$ cat config.mk
export PLATFORM = sky130hd
export DESIGN_NAME = chan_map_regs
export DESIGN_NICKNAME = d
export VERILOG_FILES = /design/src/hw/chan_map_pkg.sv /design/src/hw/chan_map_regs.sv /design/src/hw/chan_sequencer.sv
export SDC_FILE = /design/constraint.sdc
export NUM_CORES = 1
export LEC_CHECK = 0
export ABC_CLOCK_PERIOD_IN_PS = 1800
export BUFFER_PORTS_ARGS = -buffer_cell sky130_fd_sc_hd__buf_2
export CAP_MARGIN = 10
export CORE_UTILIZATION = 47
export CTS_CLUSTER_SIZE = 10
export DETAILED_ROUTE_END_ITERATION = 16
export GPL_ROUTABILITY_DRIVEN = 0
export PLACE_DENSITY = 0.9
export SKIP_LAST_GASP = 1
export SLEW_MARGIN = 10
export SYNTH_ARGS = -nofsm -noshare
export SYNTH_HDL_FRONTEND = slang
export SYNTH_SLANG_ARGS = --single-unit
$ cat constraint.sdc
create_clock -name hclk -period 1.8 [get_ports hclk]
set_clock_uncertainty 0.15 [all_clocks]
set_input_delay 0.09 -clock hclk [delete_from_list [all_inputs] [get_ports hclk]]
set_output_delay 0.09 -clock hclk [all_outputs]
set_load 0.03 [all_outputs]
$ cat src/hw/chan_map_pkg.sv
// Constants for the channel map register bank
// Summary of operation
// [RULE_01] Map registers are 16 bits wide
// [RULE_02] Channel one map at index 0x11, resets 0x0001
// [RULE_03] Bit 15 enables channel one, default off
// [RULE_04] Enabled channels are sequenced automatically
// [RULE_05] Host writes zero to reserved bit 14
// [RULE_06] Bits 13:12 choose one of four setups
// [RULE_07] Chosen setup configures that channel's conversions
// [RULE_08] Host may share or vary setups per channel
// [RULE_09] Bits 4:0 route negative input, reset input 1
// [RULE_10] Host writes only documented input codes
// [RULE_11] Channel zero enable resets to one
// [RULE_12] Bits 9:5 route positive input, reset input 0
`default_nettype none
package chan_map_pkg;
    // Register indices; byte address is four times the index
    localparam logic [7:0]  CH0_INDEX     = 8'h10;
    localparam logic [7:0]  CH1_INDEX     = 8'h11;
    localparam logic [31:0] CH0_ADDR      = {22'h000000, CH0_INDEX, 2'h0};
    localparam logic [31:0] CH1_ADDR      = {22'h000000, CH1_INDEX, 2'h0};
    // Field positions
    localparam int          EN_BIT        = 15;
    localparam int          RSV_BIT       = 14;
    localparam int          SETUP_HI      = 13;
    localparam int          SETUP_LO      = 12;
    localparam int          PLUS_HI       = 9;
    localparam int          PLUS_LO       = 5;
    localparam int          MINUS_HI      = 4;
    localparam int          MINUS_LO      = 0;
    // Writable bits; bit 14 and bits 11:10 read as zero
    localparam logic [15:0] MAP_WMASK     = 16'hB3FF;
    // Reset values
    localparam logic [15:0] CH0_RESET     = 16'h8001;
    localparam logic [15:0] CH1_RESET     = 16'h0001;
    // Documented input codes
    localparam logic [4:0]  IN_LAST       = 5'h04;
    localparam logic [4:0]  IN_REF_POS    = 5'h15;
    localparam logic [4:0]  IN_REF_NEG    = 5'h16;
    // Sequencer states
    typedef enum logic [1:0] {SEQ_IDLE, SEQ_CH0, SEQ_CH1} seq_state_t;
endpackage
`default_nettype wire

$ cat src/hw/chan_map_regs.sv
// AHB-Lite channel map register bank with route outputs
`timescale 1ns/100ps
`default_nettype none
module chan_map_regs (
    input  wire logic        hclk,            // Bus clock, 20 MHz
    input  wire logic        hresetn,         // Asynchronous reset, active low
    input  wire logic        hsel,            // Slave select
    input  wire logic [31:0] haddr,           // Byte address
    input  wire logic [1:0]  htrans,          // Transfer type
    input  wire logic        hwrite,          // Write when high
    input  wire logic [2:0]  hsize,           // Only words are expected
    input  wire logic [31:0] hwdata,          // Write data
    input  wire logic        hready,          // Bus ready
    output var  logic [31:0] hrdata,          // Read data
    output var  logic        hreadyout,       // Always ready
    output var  logic        hresp,           // Always OKAY
    input  wire logic        conv_step,       // Conversion done pulse
    output var  logic        chan0_active,    // Channel zero enable
    output var  logic        chan1_active,    // Channel one enable
    output var  logic        cur_chan,        // Channel now converting
    output var  logic        cur_valid,       // A channel is converting
    output var  logic [1:0]  cur_setup_index, // Setup for the converter
    output var  logic [4:0]  cur_plus_sel,    // Positive input route
    output var  logic [4:0]  cur_minus_sel,   // Negative input route
    output var  logic        cur_route_legal  // Both codes documented
);
    logic [15:0] ch0_map_reg;   // Channel zero map
    logic [15:0] ch1_map_reg;   // Channel one map
    logic [15:0] ch0_next;      // Channel zero map after pending write
    logic [15:0] ch1_next;      // Channel one map after pending write
    logic        wr0_reg;       // Data phase writes channel zero
    logic        wr1_reg;       // Data phase writes channel one
    logic        addr_ok;       // Valid address phase this cycle
    logic        seq_chan;      // Owner from the sequencer
    logic        seq_busy;      // Sequencer has an owner
    logic [15:0] sel_map;       // Map of the owner
    logic        post_reset_reg; // High until the first edge after reset

    // Masks reserved bits so they always read as zero
    function automatic logic [15:0] clean(input logic [31:0] d);
        return d[15:0] & chan_map_pkg::MAP_WMASK;
    endfunction

    // True for the documented input codes
    function automatic logic legal(input logic [4:0] c);
        return (c <= chan_map_pkg::IN_LAST) || (c == chan_map_pkg::IN_REF_POS) ||
               (c == chan_map_pkg::IN_REF_NEG);
    endfunction

    ////////////////////////////////////////////////////////////////////////
    // Bus slave
    assign addr_ok  = hsel && htrans[1] && hready;
    assign ch0_next = wr0_reg ? clean(hwdata) : ch0_map_reg;
    assign ch1_next = wr1_reg ? clean(hwdata) : ch1_map_reg;

    // Address phase capture of writes; unmapped writes are dropped
    always_ff @(posedge hclk or negedge hresetn) begin
        if (!hresetn) begin
            wr0_reg <= 1'b0;
            wr1_reg <= 1'b0;
        end else begin
            wr0_reg <= addr_ok && hwrite && (haddr == chan_map_pkg::CH0_ADDR);
            wr1_reg <= addr_ok && hwrite && (haddr == chan_map_pkg::CH1_ADDR);
        end
    end

    // Read data taken from the post-write value so a read right after a
    // write never returns stale contents; unmapped reads return zero
    always_ff @(posedge hclk or negedge hresetn) begin
        if (!hresetn) begin
            hrdata <= 32'h00000000;
        end else if (addr_ok && !hwrite && (haddr == chan_map_pkg::CH0_ADDR)) begin
            hrdata <= {16'h0000, ch0_next};   // [RULE_01]
        end else if (addr_ok && !hwrite && (haddr == chan_map_pkg::CH1_ADDR)) begin
            hrdata <= {16'h0000, ch1_next};   // [RULE_01]
        end else begin
            hrdata <= 32'h00000000;
        end
    end

    // Zero wait state, never an error
    always_ff @(posedge hclk or negedge hresetn) begin
        if (!hresetn) begin
            hreadyout <= 1'b1;
            hresp     <= 1'b0;
        end else begin
            hreadyout <= 1'b1;
            hresp     <= 1'b0;
        end
    end

    ////////////////////////////////////////////////////////////////////////
    // Map registers; reserved bits are forced to zero whatever the host
    // writes
    always_ff @(posedge hclk or negedge hresetn) begin
        if (!hresetn) begin
            ch0_map_reg <= chan_map_pkg::CH0_RESET;   // [RULE_11]
            ch1_map_reg <= chan_map_pkg::CH1_RESET;   // [RULE_02]
        end else begin
            ch0_map_reg <= ch0_next;                  // [RULE_05]
            ch1_map_reg <= ch1_next;                  // [RULE_02]
        end
    end

    // Marks the first edge after reset for checking
    always_ff @(posedge hclk or negedge hresetn) begin
        if (!hresetn) begin
            post_reset_reg <= 1'b1;
        end else begin
            post_reset_reg <= 1'b0;
        end
    end

    // Enable outputs
    always_ff @(posedge hclk or negedge hresetn) begin
        if (!hresetn) begin
            chan0_active <= chan_map_pkg::CH0_RESET[chan_map_pkg::EN_BIT];
            chan1_active <= chan_map_pkg::CH1_RESET[chan_map_pkg::EN_BIT];
        end else begin
            chan0_active <= ch0_next[chan_map_pkg::EN_BIT];   // [RULE_11]
            chan1_active <= ch1_next[chan_map_pkg::EN_BIT];   // [RULE_03]
        end
    end

    ////////////////////////////////////////////////////////////////////////
    // Sequencing and routing
    chan_sequencer u_seq (
        .hclk    (hclk),
        .hresetn (hresetn),
        .en0     (ch0_map_reg[chan_map_pkg::EN_BIT]),
        .en1     (ch1_map_reg[chan_map_pkg::EN_BIT]),
        .step    (conv_step),
        .chan    (seq_chan),
        .busy    (seq_busy)
    );

    assign sel_map = seq_chan ? ch1_map_reg : ch0_map_reg;

    // Owner's setup and inputs drive the converter; undocumented codes pass
    // through but are flagged, since their routing is undefined
    always_ff @(posedge hclk or negedge hresetn) begin
        if (!hresetn) begin
            cur_chan        <= 1'b0;
            cur_valid       <= 1'b0;
            cur_setup_index <= 2'h0;
            cur_plus_sel    <= 5'h00;
            cur_minus_sel   <= 5'h00;
            cur_route_legal <= 1'b0;
        end else begin
            cur_chan        <= seq_chan;                                   // [RULE_04]
            cur_valid       <= seq_busy;
            // The setup index selects the whole setup group used by this channel
            cur_setup_index <=
                sel_map[chan_map_pkg::SETUP_HI:chan_map_pkg::SETUP_LO]; // [RULE_06] [RULE_07]
            cur_plus_sel    <= sel_map[chan_map_pkg::PLUS_HI:chan_map_pkg::PLUS_LO];   // [RULE_12]
            cur_minus_sel   <= sel_map[chan_map_pkg::MINUS_HI:chan_map_pkg::MINUS_LO]; // [RULE_09]
            cur_route_legal <= legal(sel_map[chan_map_pkg::PLUS_HI:chan_map_pkg::PLUS_LO]) &&
                               legal(sel_map[chan_map_pkg::MINUS_HI:chan_map_pkg::MINUS_LO]);
        end
    end

    ////////////////////////////////////////////////////////////////////////
    // Checks
    property p_width_zero;
        @(posedge hclk) disable iff (!hresetn)
        hrdata[31:16] == 16'h0000;
    endproperty
    a_width_zero: assert property (p_width_zero) else $error("upper read bits set"); // [RULE_01]

    property p_ch1_reset;
        @(posedge hclk) disable iff (!hresetn)
        post_reset_reg |-> (ch1_map_reg == chan_map_pkg::CH1_RESET) && !chan1_active;
    endproperty
    a_ch1_reset: assert property (p_ch1_reset) else $error("channel one reset wrong"); // [RULE_02]

    property p_en1_write;
        @(posedge hclk) disable iff (!hresetn)
        (addr_ok && hwrite && haddr == chan_map_pkg::CH1_ADDR) ##1 hwdata[chan_map_pkg::EN_BIT]
            |=> chan1_active && ch1_map_reg[chan_map_pkg::EN_BIT];
    endproperty
    a_en1_write: assert property (p_en1_write) else $error("channel one enable lost"); // [RULE_03]

    property p_seq_step;
        @(posedge hclk) disable iff (!hresetn)
        (ch0_map_reg[chan_map_pkg::EN_BIT] && ch1_map_reg[chan_map_pkg::EN_BIT] &&
         conv_step && seq_busy)
            |=> (seq_chan != $past(seq_chan)) ##1 (cur_chan == $past(seq_chan));
    endproperty
    a_seq_step: assert property (p_seq_step) else $error("enabled channels not sequenced"); // [RULE_04]

    property p_reserved;
        @(posedge hclk) disable iff (!hresetn)
        (addr_ok && !hwrite) |=> (hrdata[15:0] & ~chan_map_pkg::MAP_WMASK) == 16'h0000;
    endproperty
    a_reserved: assert property (p_reserved) else $error("reserved bits read nonzero"); // [RULE_05]

    property p_setup_route;
        @(posedge hclk) disable iff (!hresetn)
        seq_busy |=> cur_valid &&
            (cur_setup_index == $past(sel_map[chan_map_pkg::SETUP_HI:chan_map_pkg::SETUP_LO]));
    endproperty
    a_setup_route: assert property (p_setup_route) else $error("setup index not routed"); // [RULE_06]

    property p_minus_route;
        @(posedge hclk) disable iff (!hresetn)
        seq_busy |=> cur_minus_sel ==
            $past(sel_map[chan_map_pkg::MINUS_HI:chan_map_pkg::MINUS_LO]);
    endproperty
    a_minus_route: assert property (p_minus_route) else $error("negative route wrong"); // [RULE_09]

    property p_ch0_reset;
        @(posedge hclk) disable iff (!hresetn)
        post_reset_reg |-> ch0_map_reg[chan_map_pkg::EN_BIT] ##2 (cur_valid && !cur_chan);
    endproperty
    a_ch0_reset: assert property (p_ch0_reset) else $error("channel zero not default"); // [RULE_11]

    property p_plus_route;
        @(posedge hclk) disable iff (!hresetn)
        seq_busy |=> cur_plus_sel ==
            $past(sel_map[chan_map_pkg::PLUS_HI:chan_map_pkg::PLUS_LO]);
    endproperty
    a_plus_route: assert property (p_plus_route) else $error("positive route wrong"); // [RULE_12]
endmodule // chan_map_regs
`default_nettype wire

$ cat src/hw/chan_sequencer.sv
// Steps conversion ownership across the enabled channels
`timescale 1ns/100ps
`default_nettype none
module chan_sequencer (
    input  wire logic hclk,      // Bus clock
    input  wire logic hresetn,   // Asynchronous reset, active low
    input  wire logic en0,       // Channel zero enabled
    input  wire logic en1,       // Channel one enabled
    input  wire logic step,      // Conversion finished, move on
    output var  logic chan,      // Channel now owning the converter
    output var  logic busy       // Some channel is enabled
);
    chan_map_pkg::seq_state_t state_reg;   // Current owner
    chan_map_pkg::seq_state_t state_next;  // Next owner

    ////////////////////////////////////////////////////////////////////////
    // Next owner: a disabled owner is left at once, otherwise the
    // converter moves on only at the end of a conversion
    always_comb begin
        state_next = state_reg;
        case (state_reg)
            chan_map_pkg::SEQ_IDLE: begin
                if (en0) begin
                    state_next = chan_map_pkg::SEQ_CH0;
                end else if (en1) begin
                    state_next = chan_map_pkg::SEQ_CH1;
                end
            end
            chan_map_pkg::SEQ_CH0: begin
                if (!en0) begin
                    state_next = en1 ? chan_map_pkg::SEQ_CH1 : chan_map_pkg::SEQ_IDLE;
                end else if (step && en1) begin
                    state_next = chan_map_pkg::SEQ_CH1;   // [RULE_04]
                end
            end
            chan_map_pkg::SEQ_CH1: begin
                if (!en1) begin
                    state_next = en0 ? chan_map_pkg::SEQ_CH0 : chan_map_pkg::SEQ_IDLE;
                end else if (step && en0) begin
                    state_next = chan_map_pkg::SEQ_CH0;   // [RULE_04]
                end
            end
            default: begin
                state_next = chan_map_pkg::SEQ_IDLE;
            end
        endcase
    end

    // Owner register
    always_ff @(posedge hclk or negedge hresetn) begin
        if (!hresetn) begin
            state_reg <= chan_map_pkg::SEQ_IDLE;
        end else begin
            state_reg <= state_next;
        end
    end

    assign chan = (state_reg == chan_map_pkg::SEQ_CH1);
    assign busy = (state_reg != chan_map_pkg::SEQ_IDLE);
endmodule // chan_sequencer
`default_nettype wire

# Word level (Yosys, flattened, before mapping)
# Index checks and enable logic that the tools add are counted.
# totals
regBits	85
in_bits	75
output_inout_bits	51
elab_cells	60
# op_classes
magnitude_cmp	2
eq_ne	11
muxes	14
n_reduce_logical	19
# ops
operator	count
$eq 32x7->1 const B	2
$mux 16	3
$mux 32	1
$eq 5x5->1 const B	4
$mux 14	1
$mux 2	7
$logic_and 1x1->1	11
$le 5x3->1 const B	2
$ne 3x2->1 const B	2
$pmux 2 s3	1
$logic_or 1x1->1	4
$ne 3x3->1 const B	1
$reduce_and 3->1	1
$eq 2x1->1 const B	1
$eq 2x2->1 const B	1
$logic_not 2->1	1
$reduce_bool 2->1	1
$logic_not 1->1	1
$mux 1	1

# Logic depth before layout (Yosys ltp)
# Gate-level depths: netlist (run 1).
# logic_depth
ltp_word	6
ltp_mapped	6
ltp_nobuf	5

# Cells and area by module
# A second synthesis (run 1) with hierarchy kept.
# hier_totals
hier_cells	213
area_unflattened_um2	2844.0
# modules_own_cells
mod	n_inst	cells_per_inst	area_each_um2	seq_area_each_um2
chan_map_regs	1	204	2733.9	1630.3
chan_sequencer	1	9	110.1	50.0

# Worst setup path before layout (run 1)
# OpenSTA, ideal clock, no wires.
# synth_timing
path_kind	reg2reg
from	register u_seq.state_reg[0]
to	register cur_route_legal
arrival_time_ns	1.334
slack_ns	0.193
path_stages_with_launch	7
n_path_buf	1
period_less_slack_ns	1.607
path_cell_list	dfrtp_1 nor2b_4 buf_6 mux2_4 o311ai_2 mux2i_1 nor3_2
# synth_via
elab_chain_cells	6
elab_cells_between_ends	13
cone_classes	2 x order compare; 5 x eq/ne; 1 x mux; 5 x reduce/logical
# synth_lines
element	line	rtl
start: declaration	chan_sequencer.sv:13	chan_map_pkg::seq_state_t state_reg;
start signal: assignment	chan_sequencer.sv:52	state_reg <= chan_map_pkg::SEQ_IDLE;
start signal: assignment	chan_sequencer.sv:54	state_reg <= state_next;
$eq 2x2->1 (*)	chan_sequencer.sv:58	assign chan = (state_reg == chan_map_pkg::SEQ_CH1);
$mux 14 (*)	chan_map_regs.sv:137	assign sel_map = seq_chan ? ch1_map_reg : ch0_map_reg;
via sel_map[7]	chan_map_regs.sv:36	logic [15:0] sel_map;
$le 5x3->1 or $eq 5x5->1 (tied branches)	chan_map_regs.sv:46	return (c <= chan_map_pkg::IN_LAST) || (c == chan_map_pkg::IN_REF_POS) ||
$logic_or 1x1->1	chan_map_regs.sv:46	
$logic_or 1x1->1 (*)	chan_map_regs.sv:46	
$logic_and 1x1->1 (*)	chan_map_regs.sv:157	cur_route_legal <= legal(sel_map[chan_map_pkg::PLUS_HI:chan_map_pkg::PLUS_LO]) &&
end signal: assignment	chan_map_regs.sv:157	
end: declaration	chan_map_regs.sv:25	output var logic cur_route_legal
# The timed path passes the listed nets; every way through them passes the cells marked *.
# A chain may end at the register's enable or synchronous reset.

# Final worst setup path (run 1)
# layout_timing
from	register u_seq.state_reg[0]
to	register cur_route_legal
# layout_via
elab_chain_cells	6
elab_cells_between_ends	13
cone_classes	2 x order compare; 5 x eq/ne; 1 x mux; 5 x reduce/logical
# layout_lines
element	line
$eq 2x2->1 (*)	chan_sequencer.sv:58
$mux 14 (*)	chan_map_regs.sv:137
$le 5x3->1 or $eq 5x5->1 (tied branches)	chan_map_regs.sv:46
$logic_or 1x1->1 (2 in a row)	chan_map_regs.sv:46
$logic_and 1x1->1 (*)	chan_map_regs.sv:157
# Mark *: on every way between the ends. The rest lies on a longest branch, timed or not.

==> out/metrics.yaml, run 1 <==
status:
  status: "complete, no violations"
floorplanning:
  ios: 126
  rows: 28
  fp.dieArea_mm2: 0.006410
  start_util_pct: 48.66
  die_x_um: 80.06
  die_h_um: 80.06
  core_mm2: 0.005886
power:
  p_per_area_mw_per_mm2: 861.0
  p_leak_uw: 0.002009
  pwr-share-seq_pct: 46.8
  switching_share_pct: 21.07
  p_int_uw: 2541
  pwr-share-comb_pct: 6.5
  clockPowerShare_pct: 46.7
  power_uw: 3219
  p_sw_uw: 678.2
  irDropWorstVdd_uv: 583.7
detailed_routing:
  drc: 0
  drtIter0Drc: 104
  num_vias: 2063
  dr.pass1.iters: 4
  wire_per_inst_um: 14.30
  ant_nets: 0
  vias_per_cell: 4.935
  wl_um: 5977
sta:
  fmax_mhz: 597.2
  hold_viol: 0
  slew_viol_final: 0
  fin_crit_sh_pct: 93.03
  fin_tns_setup_ns: 0
  rsz0062_at_grt: "false"
  worst_pin_slew_ns: 0.5647
  worst_slew_margin_rel_pct: 62.12
  post-route-min-period_ns: 1.675
  final-setup-viol-count: 0
layout:
  final_util_pct: 63.52
  syn2layout_area_growth_pct: 30.54
  drive_gt1_share_pct: 45.77
  fin_area_mm2: 0.003739
  fin_cells: 418
  antenna_cells: 0
  n_fill_cell: 444
  final_cell_mix: "buf_2, dfrtp_1, mux2_2, nor2_1, conb_1"
  nets: 413
  final_common_cell: "buf_2"
cts:
  htree_levels: 3
  cts_tree: "done"
  cts_inserted_buffers: 9
  post-cts-setup-buffers: 0
  clk_pin_slew_ns: 0.06
  cts_sinks: 67
  clkLatencyLatePin_ns: 0.35
  cts_root_buf: "clkbuf_8"
  clockBufferDepth: 2
critical_path:
  r2r-start: "u_seq.state_reg[0]$_DFFE_PN0P_"
  endpoint_kind: "flip-flop"
  r2r_slack_ns: 0.13
  required_ns: 1.92
  endpoint: "cur_route_legal$_DFF_PN0_"
  crit_start: "u_seq.state_reg[0]$_DFFE_PN0P_"
  crit_type: "reg -> reg"
  crit_path_start_kind: "flip-flop"
  rr_worst_depth: 6
  cp.arrival_ns: 1.80
  crit_fanout: 18
  r2r-end: "cur_route_legal$_DFF_PN0_"
logic_synthesis:
  synth_area_mm2: 0.002864
  synth_edf_count: 0
  ys_seq_elements: 67
  yosys.area.top_type_share_pct: 55.92
  synthCells: 231
  synth_cell_type_count: 33
  async_reset_ff_share_pct: 100.0
  ys.flop_type: "dfrtp_1"
  post_synth_main_area_contributors: "dfrtp_1, mux2_2, buf_4, nor2_1, mux2i_1"
  ys_warn_count: 0
  syn-mean-instance-area_um2: 12.40
  synth-seq-area-share_pct: 58.67
  synth_largest_area_cell: "dfrtp_1"
place:
  placed_area_mm2: 0.003329
  dpl.hpwl_um: 4062
  io_buffers: 84
  placedCellCount: 386
grt:
  gr-total-overflow: 0
  grt_max_degree: 68
  gr-usage-all-layers_pct: 20.43
  grt_pass1_vias: 2046
  antenna_found_initial: 0
  grt_pass1_wl_um: 9397
job:
  max_cap_violations: 0
hold_path:
  min_path_type: "in -> reg"
layout make-up:
cell class                      count  area, um^2  share of cell area, %
Tap cell                           75       93.84                  2.510
Timing Repair Buffer              108       665.6                  17.80
Inverter                            7       26.28                 0.7028
Clock buffer                       11       141.4                  3.782
Sequential cell                    67        1680                  44.95
Clock inverter                      5       100.1                  2.677
Multi-Input combinational cell    145        1031                  27.58
synthesized netlist by cell type, types with 5 or more instances:
cell type,n
dfrtp_1,64
mux2_2,32
nor2_1,32
buf_4,18
mux2i_1,10
nor3_1,8
nor3_2,7
inv_1,6
nor2b_1,6
nor4_1,6
buf_2,5
nand2_1,5
cells by family (layout without fill, tap and decap cells):
family	count (synthesis)	count (layout)	synth area share (%)
AND/OR/NAND/NOR	75	75	14.24
flip-flops	67	67	58.67
multiplexers	43	43	16.60
buffers and inverters	35	131	7.689
AO/OA/AOI/OAI	8	8	2.228
other	2	18	0.2622
XOR/XNOR	1	1	0.3059
layer usage:
| layer | track usage, % | vias to the layer above | part of all wire [%] |
|---|---|---|---|
| met1 | 22.35 | 987 | 38 |
| met5 | 0 | - | 0 |
| met3 | 6.364 | 19 | 7.0 |
| li1 | - | 953 | - |
| met4 | 11.61 | 0 | 3.0 |
| met2 | 34.96 | 104 | 52 |
critical path, stage by stage (launching register included):
cell,delay (ns)
dfrtp_1,0.43
nor2b_4,0.17
buf_12,0.17
mux2i_1,0.13
a311oi_1,0.27
mux2i_1,0.12
nor3_2,0.16
how the worst min path moves through the flow:
stage             start                         end  slack, ns  depth (start not counted)
2_1_floorplan   hresetn   ch0_map_reg[10]$_DFF_PN0_      -0.36                          0
3_3_place_gp    hresetn  cur_minus_sel[2]$_DFF_PN0_      -0.02                          2
3_5_place_dp    hresetn  cur_minus_sel[2]$_DFF_PN0_      -0.02                          2
4_1_cts        haddr[2]           wr1_reg$_DFF_PN0_       0.08                          3
5_1_grt        haddr[2]           wr1_reg$_DFF_PN0_        0.1                          3
6_report       haddr[2]           wr1_reg$_DFF_PN0_        0.1                          3
repair_timing:
item                                   in CTS  in global routing
hold buffers                               16                  0
gates resized for setup                     0                  2
endpoints found under the hold margin      96                  0
setup endpoints to repair                   0                  1
power groups by stage:
stage | clock network, uW | logic [uW] | registers, uW
after CTS | 1510 | 211 | 1510
after global routing | 1590 | 229 | 1500
final | 1500 | 209 | 1510
after floorplan | 0 | 113 | 1530
after global placement | 0 | 178 | 1530
after detailed placement | 0 | 183 | 1530
stage by stage:
stage / hold slack [ns] / setup WS, ns
after floorplan: -0.3556 / 0.1927
after global placement: -0.02390 / 0.1393
after detailed placement: -0.02411 / 0.07715
after CTS: 0.08223 / 0.05894
after global routing: 0.09522 / 0.01442
final: 0.09864 / 0.1254
Note: power is estimated with default switching activity, not from simulation.
==> run 2, diff against run 1 <==
Settings changed: CORE_UTILIZATION 47 to 35, HOLD_SLACK_MARGIN set to 0.12, PLACE_DENSITY 0.9 to 0.73, SYNTH_HIERARCHICAL set to 1.
==> out/metrics.yaml, run 2 <==
status:
  status: "complete, no violations"  # unchanged
layout:
  final_cell_mix: "buf_2, dfrtp_1, mux2_2"  # was buf_2, dfrtp_1, mux2_2, nor2_1, conb_1
  final_common_cell: "buf_2"  # unchanged
  syn2layout_area_growth_pct: 36.60  # was 30.54%
  antenna_cells: 0  # unchanged
  fin_area_mm2: 0.003885  # was 0.003739 mm^2
  drive_gt1_share_pct: 46.33  # was 45.77%
  nets: 411  # was 413
  final_util_pct: 49.76  # was 63.52%
logic_synthesis:
  synth-simple-area-share_pct: 10.91  # was 14.24%
  synth.most_common_cell: "dfrtp_1"  # unchanged
  synth_edf_count: 0  # unchanged
  synth_top_family_by_area: "multiplexers"  # unchanged
  synth-xor-area-share_pct: 0.6159  # was 0.3058%
  yosys.area.top_type_share_pct: 56.31  # was 55.92%
  synth_cell_type_count: 35  # was 33
  synthCells: 213  # was 231
  async_reset_ff_share_pct: 100.0  # unchanged
  synth-compound-area-share_pct: 5.059  # was 2.228%
  synth_largest_area_cell: "dfrtp_1"  # unchanged
  synth-adder-area-share_pct: 0  # unchanged
  ys.flop_type: "dfrtp_1"  # unchanged
  synth_area_mm2: 0.002844  # was 0.002864 mm^2
  ys_seq_elements: 67  # unchanged
  syn-mean-instance-area_um2: 13.35  # was 12.40 um^2
  muxShareOfSynthArea_pct: 16.45  # was 16.60%
  yosys-top-cells-count: "dfrtp_1, mux2_2, buf_4, nor2_1, a22oi_1"  # was dfrtp_1, mux2_2, nor2_1, buf_4, mux2i_1
  ys_warn_count: 6  # was 0
  post_synth_main_area_contributors: "dfrtp_1, mux2_2, buf_4, mux2_1, a22oi_1"  # was dfrtp_1, mux2_2, buf_4, nor2_1, mux2i_1
  synth-seq-area-share_pct: 59.08  # was 58.67%
sta:
  post-route-min-period_ns: 1.771  # was 1.675 ns
  timing.hold.ws_ns: 0.1264  # was 0.09864 ns
  fin_crit_sh_pct: 98.41  # was 93.03%
  slew_viol_final: 0  # unchanged
  final-setup-viol-count: 0  # unchanged
  fin_ws_ns: 0.02856  # was 0.1254 ns
  hold_viol: 0  # unchanged
  worst_slew_margin_rel_pct: 66.31  # was 62.12%
  rsz0062_at_grt: "true"  # was false
  worst_pin_slew_ns: 0.5007  # was 0.5647 ns
  fmax_mhz: 564.5  # was 597.2 MHz
detailed_routing:
  dr.pass1.iters: 4  # unchanged
  drc: 0  # unchanged
  wl_um: 5857  # was 5977 um
  ant_nets: 0  # unchanged
  drtIter0Drc: 58  # was 104
  num_vias: 1983  # was 2063
  vias_per_cell: 4.476  # was 4.935
  wire_per_inst_um: 13.22  # was 14.30 um
power:
  switching_share_pct: 23.33  # was 21.07%
  clockPowerShare_pct: 39.5  # was 46.7%
  irDropWorstVdd_uv: 313.1  # was 583.7 uV
  pwr-share-seq_pct: 53.7  # was 46.8%
  p_int_uw: 2149  # was 2541 uW
  power_uw: 2803  # was 3219 uW
  p_sw_uw: 654.1  # was 678.2 uW
  pwr-share-comb_pct: 6.8  # was 6.5%
  p_per_area_mw_per_mm2: 721.6  # was 861.0 mW/mm^2
  p_leak_uw: 0.002054  # was 0.002009 uW
critical_path:
  crit_type: "reg -> reg"  # unchanged
  crit_path_start_kind: "flip-flop"  # unchanged
  crit_fanout: 10  # was 18
  cp.arrival_ns: 1.83  # was 1.80 ns
  endpoint_kind: "flip-flop"  # unchanged
  required_ns: 1.86  # was 1.92 ns
grt:
  gr-total-overflow: 0  # unchanged
  gr-usage-all-layers_pct: 14.77  # was 20.43%
  grt_max_degree: 68  # unchanged
  grt_pass1_wl_um: 9473  # was 9397 um
  grt_pass1_vias: 2090  # was 2046
  antenna_found_initial: 0  # unchanged
cts:
  cts_inserted_buffers: 9  # unchanged
  cts_sinks: 67  # unchanged
  cts_root_buf: "clkbuf_8"  # unchanged
  clockBufferDepth: 2  # unchanged
  clkLatencyLatePin_ns: 0.33  # was 0.35 ns
  htree_levels: 3  # unchanged
  cts_tree: "done"  # unchanged
  clk_pin_slew_ns: 0.07  # was 0.06 ns
hold_path:
  min_path_type: "in -> reg"  # unchanged
place:
  placed_area_mm2: 0.003443  # was 0.003329 mm^2
  pre_cts_slack_ns: -0.1180  # was 0.07715 ns
  io_buffers: 84  # unchanged
  dpl.hpwl_um: 3958  # was 4062 um
floorplanning:
  core_mm2: 0.007807  # was 0.005886 mm^2
  rows: 32  # was 28
  ios: 126  # unchanged
  fp.dieArea_mm2: 0.008490  # was 0.006410 mm^2
  start_util_pct: 36.43  # was 48.66%
  die_x_um: 92.14  # was 80.06 um
  die_h_um: 92.14  # was 80.06 um
job:
  max_cap_violations: 0  # unchanged
run 2: what timing repair did:
| action | 4_1_cts | 5_1_grt |
|---|---|---|
| endpoints found under the hold margin | 113 | 0 |
| setup endpoints to repair | 0 | 2 |
| gates resized for setup | 0 | 7 |
| hold buffers | 22 | 0 |
| buffers inserted | 0 | 1 |
run 2: cells by family (layout without fill, tap and decap cells):
family                 count (synthesis)  count (layout)
other                                  2              18
XOR/XNOR                               2               2
AND/OR/NAND/NOR                       49              49
AO/OA/AOI/OAI                         18              18
buffers and inverters                 33             145
multiplexers                          42              42
flip-flops                            67              67
run 2: through the flow:
stage | std cells | setup TNS (ns)
after floorplan | 229 | 0
after global placement | 404 | -1.312
after detailed placement | 404 | -1.417
after CTS | 442 | 0
after global routing | 443 | -0.03376
final | 443 | 0
run 2: critical path, cell delays in order (launching register included):
cell	delay (ns)
dfrtp_1	0.41
nor2b_4	0.16
buf_12	0.17
mux2_1	0.39
and3_1	0.18
o221a_1	0.20
run 2: area by class of cell:
class / count / area (um^2)
clock inverter: 5 / 27.53
clock buffer: 11 / 151.4
tap: 102 / 127.6
multi-input combinational: 129 / 1057
inverter: 6 / 22.52
timing repair buffer: 123 / 818.3
fill: 684 / 3923
sequential: 67 / 1680
run 2: worst paths after layout:
check                                                from                              to  slack [ns]  depth (start not counted)
max                        u_seq/state_reg[0]$_DFFE_PN0P_       cur_route_legal$_DFF_PN0_        0.03                          5
min                                             haddr[19]            hrdata[10]$_DFF_PN0_        0.13                          5
max reg2reg                u_seq/state_reg[0]$_DFFE_PN0P_       cur_route_legal$_DFF_PN0_        0.03                          5
min reg2reg                     ch0_map_reg[13]$_DFF_PN0_    cur_setup_index[1]$_DFF_PN0_        0.36                          1
max in group asynchronous                         hresetn        ch1_map_reg[0]$_DFF_PN1_        1.04                          3
min in group asynchronous                         hresetn  u_seq/state_reg[1]$_DFFE_PN0P_        0.16                          3
run 2: power groups by stage:
stage	clock network, uW	registers [uW]	logic (uW)
floorplan	0	1530	92.2
global placement	0	1530	153
detailed placement	0	1530	157
CTS	1130	1510	191
global route	1200	1500	207
finish	1110	1510	189
run 2: layer usage:
metal	vias to the layer above	global-route usage [%]	routed length (um)
met5	-	0	0
met4	0	7.813	102
met3	8	3.400	202
met2	53	26.31	3091
met1	968	16.28	2460
li1	954	-	-
